**config.mk**
```make
export PLATFORM = sky130hd
export DESIGN_NAME = conv_control_two
export DESIGN_NICKNAME = d
export VERILOG_FILES = /design/src/rtl/conv_ctrl_pkg.sv /design/src/rtl/conv_event_if.sv /design/src/rtl/conv_control_two.sv /design/src/rtl/conv_event_counter.sv
export SDC_FILE = /design/constraint.sdc
export NUM_CORES = 1
export LEC_CHECK = 0
export ABC_AREA = 1
export CAP_MARGIN = 40
export CORE_MARGIN = 3
export CORE_UTILIZATION = 35
export CTS_CLUSTER_DIAMETER = 100
export CTS_CLUSTER_SIZE = 10
export DETAILED_ROUTE_END_ITERATION = 12
export DONT_BUFFER_PORTS = 1
export SLEW_MARGIN = 0
export SYNTH_ARGS = -nofsm -noshare
export SYNTH_HDL_FRONTEND = slang
export SYNTH_HIERARCHICAL = 1
export SYNTH_SLANG_ARGS = --single-unit
```
**constraint.sdc**
```tcl
create_clock -name clk_sys -period 2.4 [get_ports clk_sys]
set_clock_uncertainty 0.1 [all_clocks]
set_input_delay 0.36 -clock clk_sys [delete_from_list [all_inputs] [get_ports clk_sys]]
set_output_delay 0.36 -clock clk_sys [all_outputs]
set_load 0.02 [all_outputs]
```
**src/rtl/conv_ctrl_pkg.sv**
```systemverilog
// Package for the converter control-two block: offsets, fields, reset values.
// Assumes an AXI4-Lite register bus with 32-bit data.
`default_nettype none
package conv_ctrl_pkg;
  // Register byte offsets
  localparam logic [3:0] OFS_CONTROL_TWO = 4'h0;
  localparam logic [3:0] OFS_IRQ_STATUS = 4'h4;
  localparam logic [3:0] OFS_IRQ_MASK = 4'h8;
  localparam logic [3:0] OFS_MODE = 4'hC;
  // Field positions in converter_control_two
  localparam int REF_CFG_LSB = 13;
  localparam int SCAN_BIT = 10;
  localparam int CHAN_LSB = 8;
  localparam int FILL_BIT = 7;
  localparam int INCR_LSB = 2;
  localparam int SPLIT_BIT = 1;
  localparam int ALT_BIT = 0;
  // Writable bits: reference, scan, channel count, increment, split, alternate
  localparam logic [15:0] CTRL_WMASK = 16'hE77F;
  localparam logic [15:0] CTRL_RESET = 16'h0000;
  // Mode register bits
  localparam int MODE_TWELVE_BIT = 0;
  localparam int MODE_DMA_BIT = 1;
  // Interrupt status bits
  localparam int IRQ_CONV_BIT = 0;
  localparam int IRQ_DMA_BIT = 1;
  localparam logic [1:0] IRQ_RESET = 2'h0;
  // Reference selection codes
  localparam logic [1:0] REF_SUPPLY_RAILS = 2'h0;
  // AXI responses
  localparam logic [1:0] RESP_OKAY = 2'h0;
  localparam logic [1:0] RESP_SLVERR = 2'h2;

  // Sequencer states along the usual path
  typedef enum logic [1:0] {
    SEQ_IDLE = 2'b00,
    SEQ_RUN = 2'b01
  } seq_state_t;
endpackage
`default_nettype wire

```
**src/rtl/conv_event_if.sv**
```systemverilog
// Interface carrying the sequencer configuration and its events.
// Assumes a single clock domain; no logic of its own.
`default_nettype none
interface conv_event_if;
  logic dma_en;
  logic [4:0] incr;
  logic conv_done;
  logic split_mode;
  logic irq_pulse;
  logic dma_step;
  logic fill_half;
  modport ctrl (output dma_en, output incr, output conv_done, output split_mode,
    input irq_pulse, input dma_step, input fill_half);
  modport counter (input dma_en, input incr, input conv_done, input split_mode,
    output irq_pulse, output dma_step, output fill_half);
endinterface
`default_nettype wire

```
**src/rtl/conv_control_two.sv**
```systemverilog
// Converter control register two with AXI4-Lite slave and interrupt logic.
// Assumes the converter core pulses conv_done once per completed conversion.
`default_nettype none
// Contract
// Reference field has no effect; rails always
// Scan bit enables primary positive input scan
// Channel count: one, two, or four channels
// Twelve-bit mode: count reads zero, primary only
// Fill status shows half being filled
// Software reads the half not being filled
// No DMA: interrupt every low-four-plus-one conversions
// DMA: address step every five-bit-plus-one conversions
// Bits 12 and 11 read zero, reset zero
// Split buffer halves; alternate input selectors
module conv_control_two
  import conv_ctrl_pkg::*;
(
  // Clock and reset
  input wire logic clk_sys,
  input wire logic rst,
  // AXI4-Lite write address and data
  input wire logic [3:0] s_axi_awaddr,
  input wire logic s_axi_awvalid,
  output logic s_axi_awready,
  input wire logic [31:0] s_axi_wdata,
  input wire logic [3:0] s_axi_wstrb,
  input wire logic s_axi_wvalid,
  output logic s_axi_wready,
  // AXI4-Lite write response
  output logic [1:0] s_axi_bresp,
  output logic s_axi_bvalid,
  input wire logic s_axi_bready,
  // AXI4-Lite read
  input wire logic [3:0] s_axi_araddr,
  input wire logic s_axi_arvalid,
  output logic s_axi_arready,
  output logic [31:0] s_axi_rdata,
  output logic [1:0] s_axi_rresp,
  output logic s_axi_rvalid,
  input wire logic s_axi_rready,
  // Converter core side
  input wire logic conv_done,
  output logic [1:0] ref_select,
  output logic input_scan_select,
  output logic [3:0] channel_enable,
  output logic split_buffer_mode,
  output logic alternate_input_select,
  output logic buffer_fill_half_status,
  output logic dma_address_step,
  // Interrupt
  output logic irq
);
  import conv_ctrl_pkg::*;

  conv_event_if ev ();

  logic [15:0] ctrl_reg, ctrl_next;
  logic [1:0] mode_reg, mode_next;
  logic [1:0] stat_reg, stat_next;
  logic [1:0] mask_reg, mask_next;
  logic [3:0] aw_addr_reg, aw_addr_next;
  logic aw_full_reg, aw_full_next;
  logic [15:0] w_data_reg, w_data_next;
  logic [1:0] w_strb_reg, w_strb_next;
  logic w_full_reg, w_full_next;
  logic bvalid_reg, bvalid_next;
  logic [1:0] bresp_reg, bresp_next;
  logic rvalid_reg, rvalid_next;
  logic [31:0] rdata_reg, rdata_next;
  logic [1:0] rresp_reg, rresp_next;
  logic [15:0] ctrl_view;
  logic wr_fire, rd_fire;
  logic [3:0] chan_en_reg, chan_en_next;
  logic irq_reg, irq_next;

  // Merge a 16-bit word with two byte strobes
  function automatic logic [15:0] merge16(input logic [15:0] old_v,
                                          input logic [15:0] new_v,
                                          input logic [1:0] strb);
    logic [15:0] res;
    res = old_v;
    if (strb[0]) begin
      res[7:0] = new_v[7:0];
    end
    if (strb[1]) begin
      res[15:8] = new_v[15:8];
    end
    return res;
  endfunction

  function automatic logic known_offset(input logic [3:0] a);
    return (a == OFS_CONTROL_TWO) || (a == OFS_IRQ_STATUS) ||
           (a == OFS_IRQ_MASK) || (a == OFS_MODE);
  endfunction

  // Channel set from the count field; twelve-bit mode keeps only the primary
  // channel whatever the stored count bits hold
  function automatic logic [3:0] chan_decode(input logic [15:0] ctrl_v,
                                             input logic twelve);
    logic [3:0] res;
    if (twelve) begin
      res = 4'h1;
    end else if (ctrl_v[CHAN_LSB + 1]) begin
      res = 4'hF;
    end else if (ctrl_v[CHAN_LSB]) begin
      res = 4'h3;
    end else begin
      res = 4'h1;
    end
    return res;
  endfunction

  // Readback view: fill status live, channel count hidden in twelve-bit mode
  // The stored count bits survive a trip through twelve-bit mode
  always_comb begin
    ctrl_view = ctrl_reg & CTRL_WMASK;
    ctrl_view[FILL_BIT] = ev.fill_half;
    if (mode_reg[MODE_TWELVE_BIT]) begin
      ctrl_view[CHAN_LSB +: 2] = 2'b00;
    end
  end

  // Write path: address and data accepted independently, response after both
  // Committing only with both halves present keeps stale data out of the register
  assign wr_fire = aw_full_reg && w_full_reg && !bvalid_reg;
  assign rd_fire = s_axi_arvalid && s_axi_arready;

  always_comb begin
    aw_addr_next = aw_addr_reg;
    aw_full_next = aw_full_reg;
    w_data_next = w_data_reg;
    w_strb_next = w_strb_reg;
    w_full_next = w_full_reg;
    bvalid_next = bvalid_reg;
    bresp_next = bresp_reg;
    ctrl_next = ctrl_reg;
    mode_next = mode_reg;
    mask_next = mask_reg;
    if (s_axi_awvalid && s_axi_awready) begin
      aw_addr_next = s_axi_awaddr;
      aw_full_next = 1'b1;
    end
    if (s_axi_wvalid && s_axi_wready) begin
      w_data_next = s_axi_wdata[15:0];
      w_strb_next = s_axi_wstrb[1:0];
      w_full_next = 1'b1;
    end
    if (wr_fire) begin
      aw_full_next = 1'b0;
      w_full_next = 1'b0;
      bvalid_next = 1'b1;
      bresp_next = known_offset(aw_addr_reg) ? RESP_OKAY : RESP_SLVERR;
      unique case (aw_addr_reg)
        OFS_CONTROL_TWO: begin
          // Read-only and unimplemented bits ignore writes
          ctrl_next = merge16(ctrl_reg, w_data_reg, w_strb_reg) & CTRL_WMASK;
        end
        OFS_IRQ_MASK: begin
          if (w_strb_reg[0]) begin
            mask_next = w_data_reg[1:0];
          end
        end
        OFS_MODE: begin
          if (w_strb_reg[0]) begin
            mode_next = w_data_reg[1:0];
          end
        end
        default: begin
        end
      endcase
    end
    if (bvalid_reg && s_axi_bready) begin
      bvalid_next = 1'b0;
    end
  end

  // Read path and sticky status: a set wins over the clear-on-read
  always_comb begin
    rvalid_next = rvalid_reg;
    rdata_next = rdata_reg;
    rresp_next = rresp_reg;
    stat_next = stat_reg;
    if (rvalid_reg && s_axi_rready) begin
      rvalid_next = 1'b0;
    end
    if (rd_fire) begin
      rvalid_next = 1'b1;
      rresp_next = known_offset(s_axi_araddr) ? RESP_OKAY : RESP_SLVERR;
      unique case (s_axi_araddr)
        OFS_CONTROL_TWO: begin
          rdata_next = {16'h0000, ctrl_view};
        end
        OFS_IRQ_STATUS: begin
          rdata_next = {30'h00000000, stat_reg};
          stat_next = 2'b00;
        end
        OFS_IRQ_MASK: begin
          rdata_next = {30'h00000000, mask_reg};
        end
        OFS_MODE: begin
          rdata_next = {30'h00000000, mode_reg};
        end
        default: begin
          rdata_next = 32'h00000000;
        end
      endcase
    end
    if (ev.irq_pulse) begin
      stat_next[IRQ_CONV_BIT] = 1'b1;
    end
    if (ev.dma_step) begin
      stat_next[IRQ_DMA_BIT] = 1'b1;
    end
  end

  // Register all state except the two output registers below
  always_ff @(posedge clk_sys or posedge rst) begin
    if (rst) begin
      ctrl_reg <= CTRL_RESET;
      mode_reg <= 2'h0;
      stat_reg <= IRQ_RESET;
      mask_reg <= IRQ_RESET;
      aw_addr_reg <= 4'h0;
      aw_full_reg <= 1'b0;
      w_data_reg <= 16'h0000;
      w_strb_reg <= 2'h0;
      w_full_reg <= 1'b0;
      bvalid_reg <= 1'b0;
      bresp_reg <= RESP_OKAY;
      rvalid_reg <= 1'b0;
      rdata_reg <= 32'h00000000;
      rresp_reg <= RESP_OKAY;
    end else begin
      ctrl_reg <= ctrl_next;
      mode_reg <= mode_next;
      stat_reg <= stat_next;
      mask_reg <= mask_next;
      aw_addr_reg <= aw_addr_next;
      aw_full_reg <= aw_full_next;
      w_data_reg <= w_data_next;
      w_strb_reg <= w_strb_next;
      w_full_reg <= w_full_next;
      bvalid_reg <= bvalid_next;
      bresp_reg <= bresp_next;
      rvalid_reg <= rvalid_next;
      rdata_reg <= rdata_next;
      rresp_reg <= rresp_next;
    end
  end

  // Handshakes: one write and one read in flight at a time
  // Ready drops while a response waits, so a second write cannot overtake it
  assign s_axi_awready = !aw_full_reg && !bvalid_reg;
  assign s_axi_wready = !w_full_reg && !bvalid_reg;
  assign s_axi_bvalid = bvalid_reg;
  assign s_axi_bresp = bresp_reg;
  assign s_axi_arready = !rvalid_reg;
  assign s_axi_rvalid = rvalid_reg;
  assign s_axi_rdata = rdata_reg;
  assign s_axi_rresp = rresp_reg;

  // Sequencer configuration into the counter
  // The counter keeps its count across configuration changes
  assign ev.dma_en = mode_reg[MODE_DMA_BIT];
  assign ev.incr = ctrl_reg[INCR_LSB +: 5];
  assign ev.conv_done = conv_done;
  assign ev.split_mode = ctrl_reg[SPLIT_BIT];

  conv_event_counter u_counter (
    .clk_sys(clk_sys),
    .rst(rst),
    .ev(ev)
  );

  // Data outputs are flip-flops fed from next-state values, so they move on
  // the same edge as the registers behind them and never glitch
  always_comb begin
    chan_en_next = chan_decode(ctrl_next, mode_next[MODE_TWELVE_BIT]);
    irq_next = |(stat_next & mask_next);
  end

  // Output registers; reset matches a zero control word
  always_ff @(posedge clk_sys or posedge rst) begin
    if (rst) begin
      chan_en_reg <= 4'h1;
      irq_reg <= 1'b0;
    end else begin
      chan_en_reg <= chan_en_next;
      irq_reg <= irq_next;
    end
  end

  // Converter core controls; reference field deliberately unused
  assign ref_select = REF_SUPPLY_RAILS;
  assign input_scan_select = ctrl_reg[SCAN_BIT];
  assign channel_enable = chan_en_reg;
  assign split_buffer_mode = ctrl_reg[SPLIT_BIT];
  assign alternate_input_select = ctrl_reg[ALT_BIT];
  // Software picks the other half from this flag
  assign buffer_fill_half_status = ev.fill_half;
  assign dma_address_step = ev.dma_step;
  assign irq = irq_reg;
endmodule
`default_nettype wire

```
**src/rtl/conv_event_counter.sv**
```systemverilog
// Counts completed conversions and emits interrupt or DMA step every N-th.
// Assumes conversion-done pulses synchronous to clk_sys.
`default_nettype none
module conv_event_counter
  import conv_ctrl_pkg::*;
(
  // Clock and reset
  input wire logic clk_sys,
  input wire logic rst,
  // Configuration and events
  conv_event_if.counter ev
);
  import conv_ctrl_pkg::*;

  seq_state_t state_reg, state_next;
  logic [4:0] count_reg, count_next;
  logic half_reg, half_next;
  logic irq_reg, irq_next;
  logic step_reg, step_next;
  logic [4:0] limit;

  // Without DMA the increment field's top bit is ignored
  always_comb begin
    limit = ev.dma_en ? ev.incr : {1'b0, ev.incr[3:0]};
    state_next = state_reg;
    count_next = count_reg;
    half_next = half_reg;
    irq_next = 1'b0;
    step_next = 1'b0;
    unique case (state_reg)
      SEQ_IDLE: begin
        if (ev.conv_done) begin
          state_next = SEQ_RUN;
        end
      end
      SEQ_RUN: begin
        state_next = SEQ_RUN;
      end
    endcase
    if (ev.conv_done) begin
      if (count_reg >= limit) begin
        // Event after N = limit + 1 conversions
        count_next = 5'h00;
        irq_next = ~ev.dma_en;
        step_next = ev.dma_en;
        half_next = ev.split_mode ? ~half_reg : 1'b0;
      end else begin
        count_next = count_reg + 5'h01;
      end
    end
    if (!ev.split_mode) begin
      half_next = 1'b0;
    end
  end

  // Registers only
  always_ff @(posedge clk_sys or posedge rst) begin
    if (rst) begin
      state_reg <= SEQ_IDLE;
      count_reg <= 5'h00;
      half_reg <= 1'b0;
      irq_reg <= 1'b0;
      step_reg <= 1'b0;
    end else begin
      state_reg <= state_next;
      count_reg <= count_next;
      half_reg <= half_next;
      irq_reg <= irq_next;
      step_reg <= step_next;
    end
  end

  assign ev.irq_pulse = irq_reg;
  assign ev.dma_step = step_reg;
  assign ev.fill_half = half_reg;
endmodule
`default_nettype wire

```
After elaboration in Yosys (flattened, before gate mapping)
Index checks and enable logic that the tools add are counted.

word-level totals
  logic and storage cells = 104
  register bits = 94
  output and inout bits = 53

operators by class
  equal/unequal tests = 8
  magnitude comparators = 1
  muxes and demuxes = 38
  add/subtract/negate cells = 1
  reductions and logical operators = 30
  bitwise gates (word level) = 3

operator list
  kind                                                                   count
  16-bit case mux with 4 select lines                                    1
  1-bit 2-to-1 mux                                                       20
  10-bit 2-to-1 mux                                                      2
  2-bit 2-to-1 mux                                                       10
  4-bit equality test, second input constant                             4
  5-bit 2-to-1 mux                                                       2
  1-bit logical AND                                                      9
  3-bit AND reduction                                                    3
  4-bit by 3-bit equality test with 1-bit output, second input constant  2
  4-bit logical NOT                                                      2
  4-bit 2-to-1 mux                                                       2
  2-bit nonzero test                                                     4
  7-bit 2-to-1 mux                                                       1
  1-bit logical OR                                                       6
  5-bit by 1-bit adder with 5-bit output, second input constant          1
  5-bit >= comparator                                                    1
  1-bit logical NOT                                                      4
  2-bit bitwise AND                                                      1
  2-bit by 1-bit != test with 1-bit output, second input constant        1
  2-bit != test, second input constant                                   1
  1-bit inverter                                                         2
  2-bit AND reduction                                                    1
  2-bit OR reduction                                                     1

Depth between registers and ports, before layout
  depth after elaboration = 6
  depth in mapped cells = 9
  gate-level depth less buffers = 9

Hierarchy
The synthesis kept the hierarchy.

modules (own cells, without submodules)
  module              times used  cells an instance  seq. area each (µm²)  area an instance (µm²)
  conv_control_two    1           268                1526.5                2703.8
  conv_event_counter  1           65                 200.2                 523.0

Least setup slack after synthesis
OpenSTA, ideal clock, no wires.

  path kind = register to register
  start point = register bvalid_reg, in the netlist s_axi_bvalid
  end point = register aw_addr_reg[0]
  clock period less this slack = 1610 ps
  arrival time = 1385 ps
  required time = 2175 ps
  setup slack = 790 ps
  cell stages (with the launch flop) = 4
  path through = dfrtp_1 -> nor2_1 -> nand2_1 -> mux2_2

between the ends
  longest elaborated chain between the ends = 3

ends and longest elaborated chain
  element                  line                     text
  from (decl)              conv_control_two.sv:66   logic bvalid_reg, bvalid_next;
  from (signal assigned)   conv_control_two.sv:243  bvalid_reg <= bvalid_next;
  1-bit logical NOT        conv_control_two.sv:253  assign s_axi_awready = !aw_full_reg && !bvalid_reg;
  1-bit logical AND        conv_control_two.sv:253
  named net s_axi_awready  conv_control_two.sv:24   output logic s_axi_awready,
  1-bit logical AND        conv_control_two.sv:139  if (s_axi_awvalid && s_axi_awready) begin
  to (signal assigned)     conv_control_two.sv:238  aw_addr_reg <= aw_addr_next;
  to (decl)                conv_control_two.sv:61   logic [3:0] aw_addr_reg, aw_addr_next;

The timed path passes the listed nets, and every way through them passes these cells.
A chain may end at the register's enable or synchronous reset.

Worst setup path after layout
  start point = register bvalid_reg, in the netlist s_axi_bvalid
  end point = register w_data_reg[1]

between the ends
  longest elaborated chain between the ends = 3

ends and longest elaborated chain
  element               line                     text
  1-bit logical NOT     conv_control_two.sv:254  assign s_axi_wready = !w_full_reg && !bvalid_reg;
  1-bit logical AND     conv_control_two.sv:254
  1-bit logical AND     conv_control_two.sv:143  if (s_axi_wvalid && s_axi_wready) begin
  to (signal assigned)  conv_control_two.sv:240  w_data_reg <= w_data_next;
  to (decl)             conv_control_two.sv:63   logic [15:0] w_data_reg, w_data_next;

No other way between the ends.

==> run summary <==
The total CTS buffers was 9. dfrtp_1 takes more of the synthesized area than any other cell. The number of gates resized after CTS was 0; the die footprint was 0.01041 mm2.

The routed layout has 2076 vias. The synthesized design contains 69 register bits. The flow ran to the end, and the final reports show no timing, DRC or antenna violations. Kind of end point of the critical path: a flop. Global routing finished with a remaining overflow of 0.

The synthesized design contains 0 enable-type register cells. The routed wire length per instance was 13.64 um. The type of the worst setup path was flop to flop. The tightest min-delay check is of the input port to flop type.

The total routing resource utilization after global routing was 0.1287. The power density over the cells is 1114 mW/mm2, and the area growth from synthesis to final layout is 7.755%. Max-cap violations in this run came to 0.

0 antenna diodes ended up in the layout. The first global-routing pass estimated 10260 um of wire. The worst setup path is launched from a flop. Before CTS, the worst setup slack after placement is 0.6423 ns. Setup repair after global routing left no endpoint under its margin. The tools report the violation count after the first detailed-routing iteration as 98. The master of the slowest instance on the critical path was dfrtp_1. The run gives 1.758 nW as the static power due to leakage. The run gives 3 as the H-tree depth. The count of input and output buffers works out to 0. In this run the cell area measured after placement is 0.003256 mm2. Fraction of registers with async set/reset: 1.000.

The average footprint of a synthesized cell was 9.690 um2. CTS placed an instance of clkbuf_8 at the clock tree root. The most used flip-flop cell after synthesis is dfrtp_1. The setup check on the worst reg-to-reg path leaves a slack of 0.65 ns. Once routing completed, OpenROAD measured the worst setup slack at 0.6484 ns.

For the number of distinct library cells after synthesis, the log shows 31. For this design, the sink count on the clock tree is 69. Using the TritonRoute via totals, the vias-per-cell ratio works out to 4.553.

After clock tree synthesis, the clock-pin slew on the worst setup and hold paths is 0.07 ns. The largest fanout of any net on the critical path is 16, and the largest voltage drop on the vdd net is 0.6378 mV. The end-of-flow core utilization is 0.3930, and the length in cells of the worst reg-to-reg path is 5. The worst register-to-register path begins at s_axi_bvalid.

The worst path in the final design needs a cycle of 1.752 ns, including I/O delays and setup. At the worst endpoint, the arrival time is 1.88 ns. In the routed design, unresolved DRC markers number 0.

The share of the clock period used by the worst path works out to 0.7298. Power comes to 3.874 mW. The mapped netlist covers 0.003227 mm2. Summing all non-filler instances in the final layout gives an area of 0.003477 mm2. Setup violations remaining at the end of the flow were counted as 0.

The count of final max-slew check failures is 0. For the hold violation total from the final report, the log shows 0. The endpoint identified for the worst register-to-register timing path is w_data_reg[1]. The critical path starts at s_axi_bvalid. The placeable core region is 0.008848 mm2. The tools report the capturing element of the worst setup path as w_data_reg[1].

For this run, the post-layout net count is 401. Summed over all layers, the routed wires come to 6218 um. The count of antenna-violating nets left after detailed routing is 0.

At the end of routability-driven placement, the weighted congestion stood at 0.7554. Most common library cell in the layout ignoring fill and taps: dfrtp_1. The standard-cell row count came out at 34. The relative slew slack is 0.5854. Traced cell by cell, the critical path runs through nor2_2 -> nand2_1 -> buf_4 -> nor2_1 -> a21oi_1.

The total negative setup slack is 0 ns. The top cell types in the final layout, fill and taps aside, are dfrtp_1 (69), nand2_1 (54), inv_1 (45), nor2_1 (24), conb_1 (23). The number of antenna violations at the first check in global routing was 0. The share of cells above drive strength 1 was 0.1609.

Entering global routing, the biggest net connects 31 pins. The timing-limited maximum frequency was 570.9 MHz; the cell total after placement was 437. The register with the most flip-flops in the layout has 14 of them. The logs give 2016 for the number of global-route vias before repair and 0.34 ns for the clock network latency to the later pin of the worst-skew pair.

The run gives 2 as the number of buffers on the longest clock path. The area share of the largest cell type after synthesis was 0.5351. The tightest hold path in the finished design has a slack of 0.02864 ns. First-pass detailed-route iteration total: 4. TritonCTS built the clock tree.

The count of cells in the finished layout, fillers not included, comes to 456. The die is 102.0 um wide. For this run, the number of Yosys warnings is 6. The logs give 0.5351 for the part of the Yosys area used for sequential elements and 105 for the number of placed I/O pins. After synthesis, the cell types taking the most area are dfrtp_1 (54%), nand2_1 (6.3%), buf_4 (5.6%), inv_1 (5.4%), a21oi_1 (2.8%).

After technology mapping, the gate count stands at 333. The largest single stage delay on the critical path is 0.53 ns. At the pin with the least slew margin, the transition time is 0.6210 ns. The critical path required time is 2.52 ns.

In this run the vertical extent of the chip is 102.0 um. The logs give 0.3647 for the starting density of the core and 4725 um for the placed wire-length estimate after detailed placement.
[cell usage after synthesis, types with 2 or more instances]
cell type,n
nor2_4,5
conb_1,2
inv_1,46
mux2_2,5
nand4_1,9
nand2_1,54
dfrtp_1,69
o21ai_0,15
o21bai_1,2
a22o_1,10
ha_1,6
a21oi_1,18
nor2_1,24
a21oi_2,2
nand2_2,4
nand3_1,7
nand3_2,3
buf_4,24
o21ai_2,8
nor2_2,4
buf_6,3
buf_2,4
[logic make-up (layout without fill, tap and decap cells)]
| group | after synthesis | count (layout) | synth area share |
|---|---|---|---|
| adders and majority gates | 6 | 6 | 0.02326 |
| muxes | 5 | 5 | 0.01745 |
| and+or+nand+nor | 114 | 114 | 0.1749 |
| other | 2 | 23 | 0.002327 |
| buffers and inverters | 78 | 72 | 0.1272 |
| xor gates and xnor gates | 2 | 2 | 0.005429 |
| DFF | 69 | 69 | 0.5351 |
| AOI/OAI and AO/OA | 57 | 57 | 0.1144 |
[per-layer routing]
metal / part of all wire / routed length, um / track usage
met5: 0 / 0 / 0
met4: 0.017 / 105 / 0.05449
met2: 0.43 / 2644 / 0.1819
met1: 0.46 / 2866 / 0.1718
met3: 0.097 / 602 / 0.05666
[worst min path at each step]
stage              start  depth (start not counted)                      to  slack [ns]
2_1_floorplan        rst                          1  u_counter/count_reg[0]        0.08
3_3_place_gp         rst                          1  u_counter/ev.fill_half        0.12
3_5_place_dp         rst                          1  u_counter/ev.fill_half        0.13
4_1_cts        conv_done                          1  u_counter/count_reg[1]       0.004
5_1_grt        conv_done                          1  u_counter/count_reg[1]        0.01
6_report       conv_done                          1  u_counter/count_reg[1]        0.03
[area by class of cell]
type / instances / area [um2]
well taps: 108 / 135.1
multi-input cells: 207 / 1169
fillers: 892 / 5371
clock inverters: 5 / 50.05
flip-flops and latches: 69 / 1727
repair buffers: 10 / 82.58
clock buffers: 11 / 141.4
inverters: 46 / 172.7
[report_power, final]
part | leakage [nW] | switching [mW] | internal [mW]
combinational | 0.787 | 0.683 | 0.375
sequential | 0.868 | 0.365 | 1.52
clock | 0.103 | 0.425 | 0.502
[critical path: cells and delay by family, from the launching register on]
family	cells	cell delay, ns
AOI/OAI and AO/OA	1	0.05
buffers and inverters	1	0.33
DFF	1	0.53
and+or+nand+nor	3	0.63
[repair_timing]
item	4_1_cts	5_1_grt
hold buffers	3	0
buffers inserted	0	0
endpoints found under the hold margin	39	0
No activity file was read; power rests on OpenSTA's default activity.
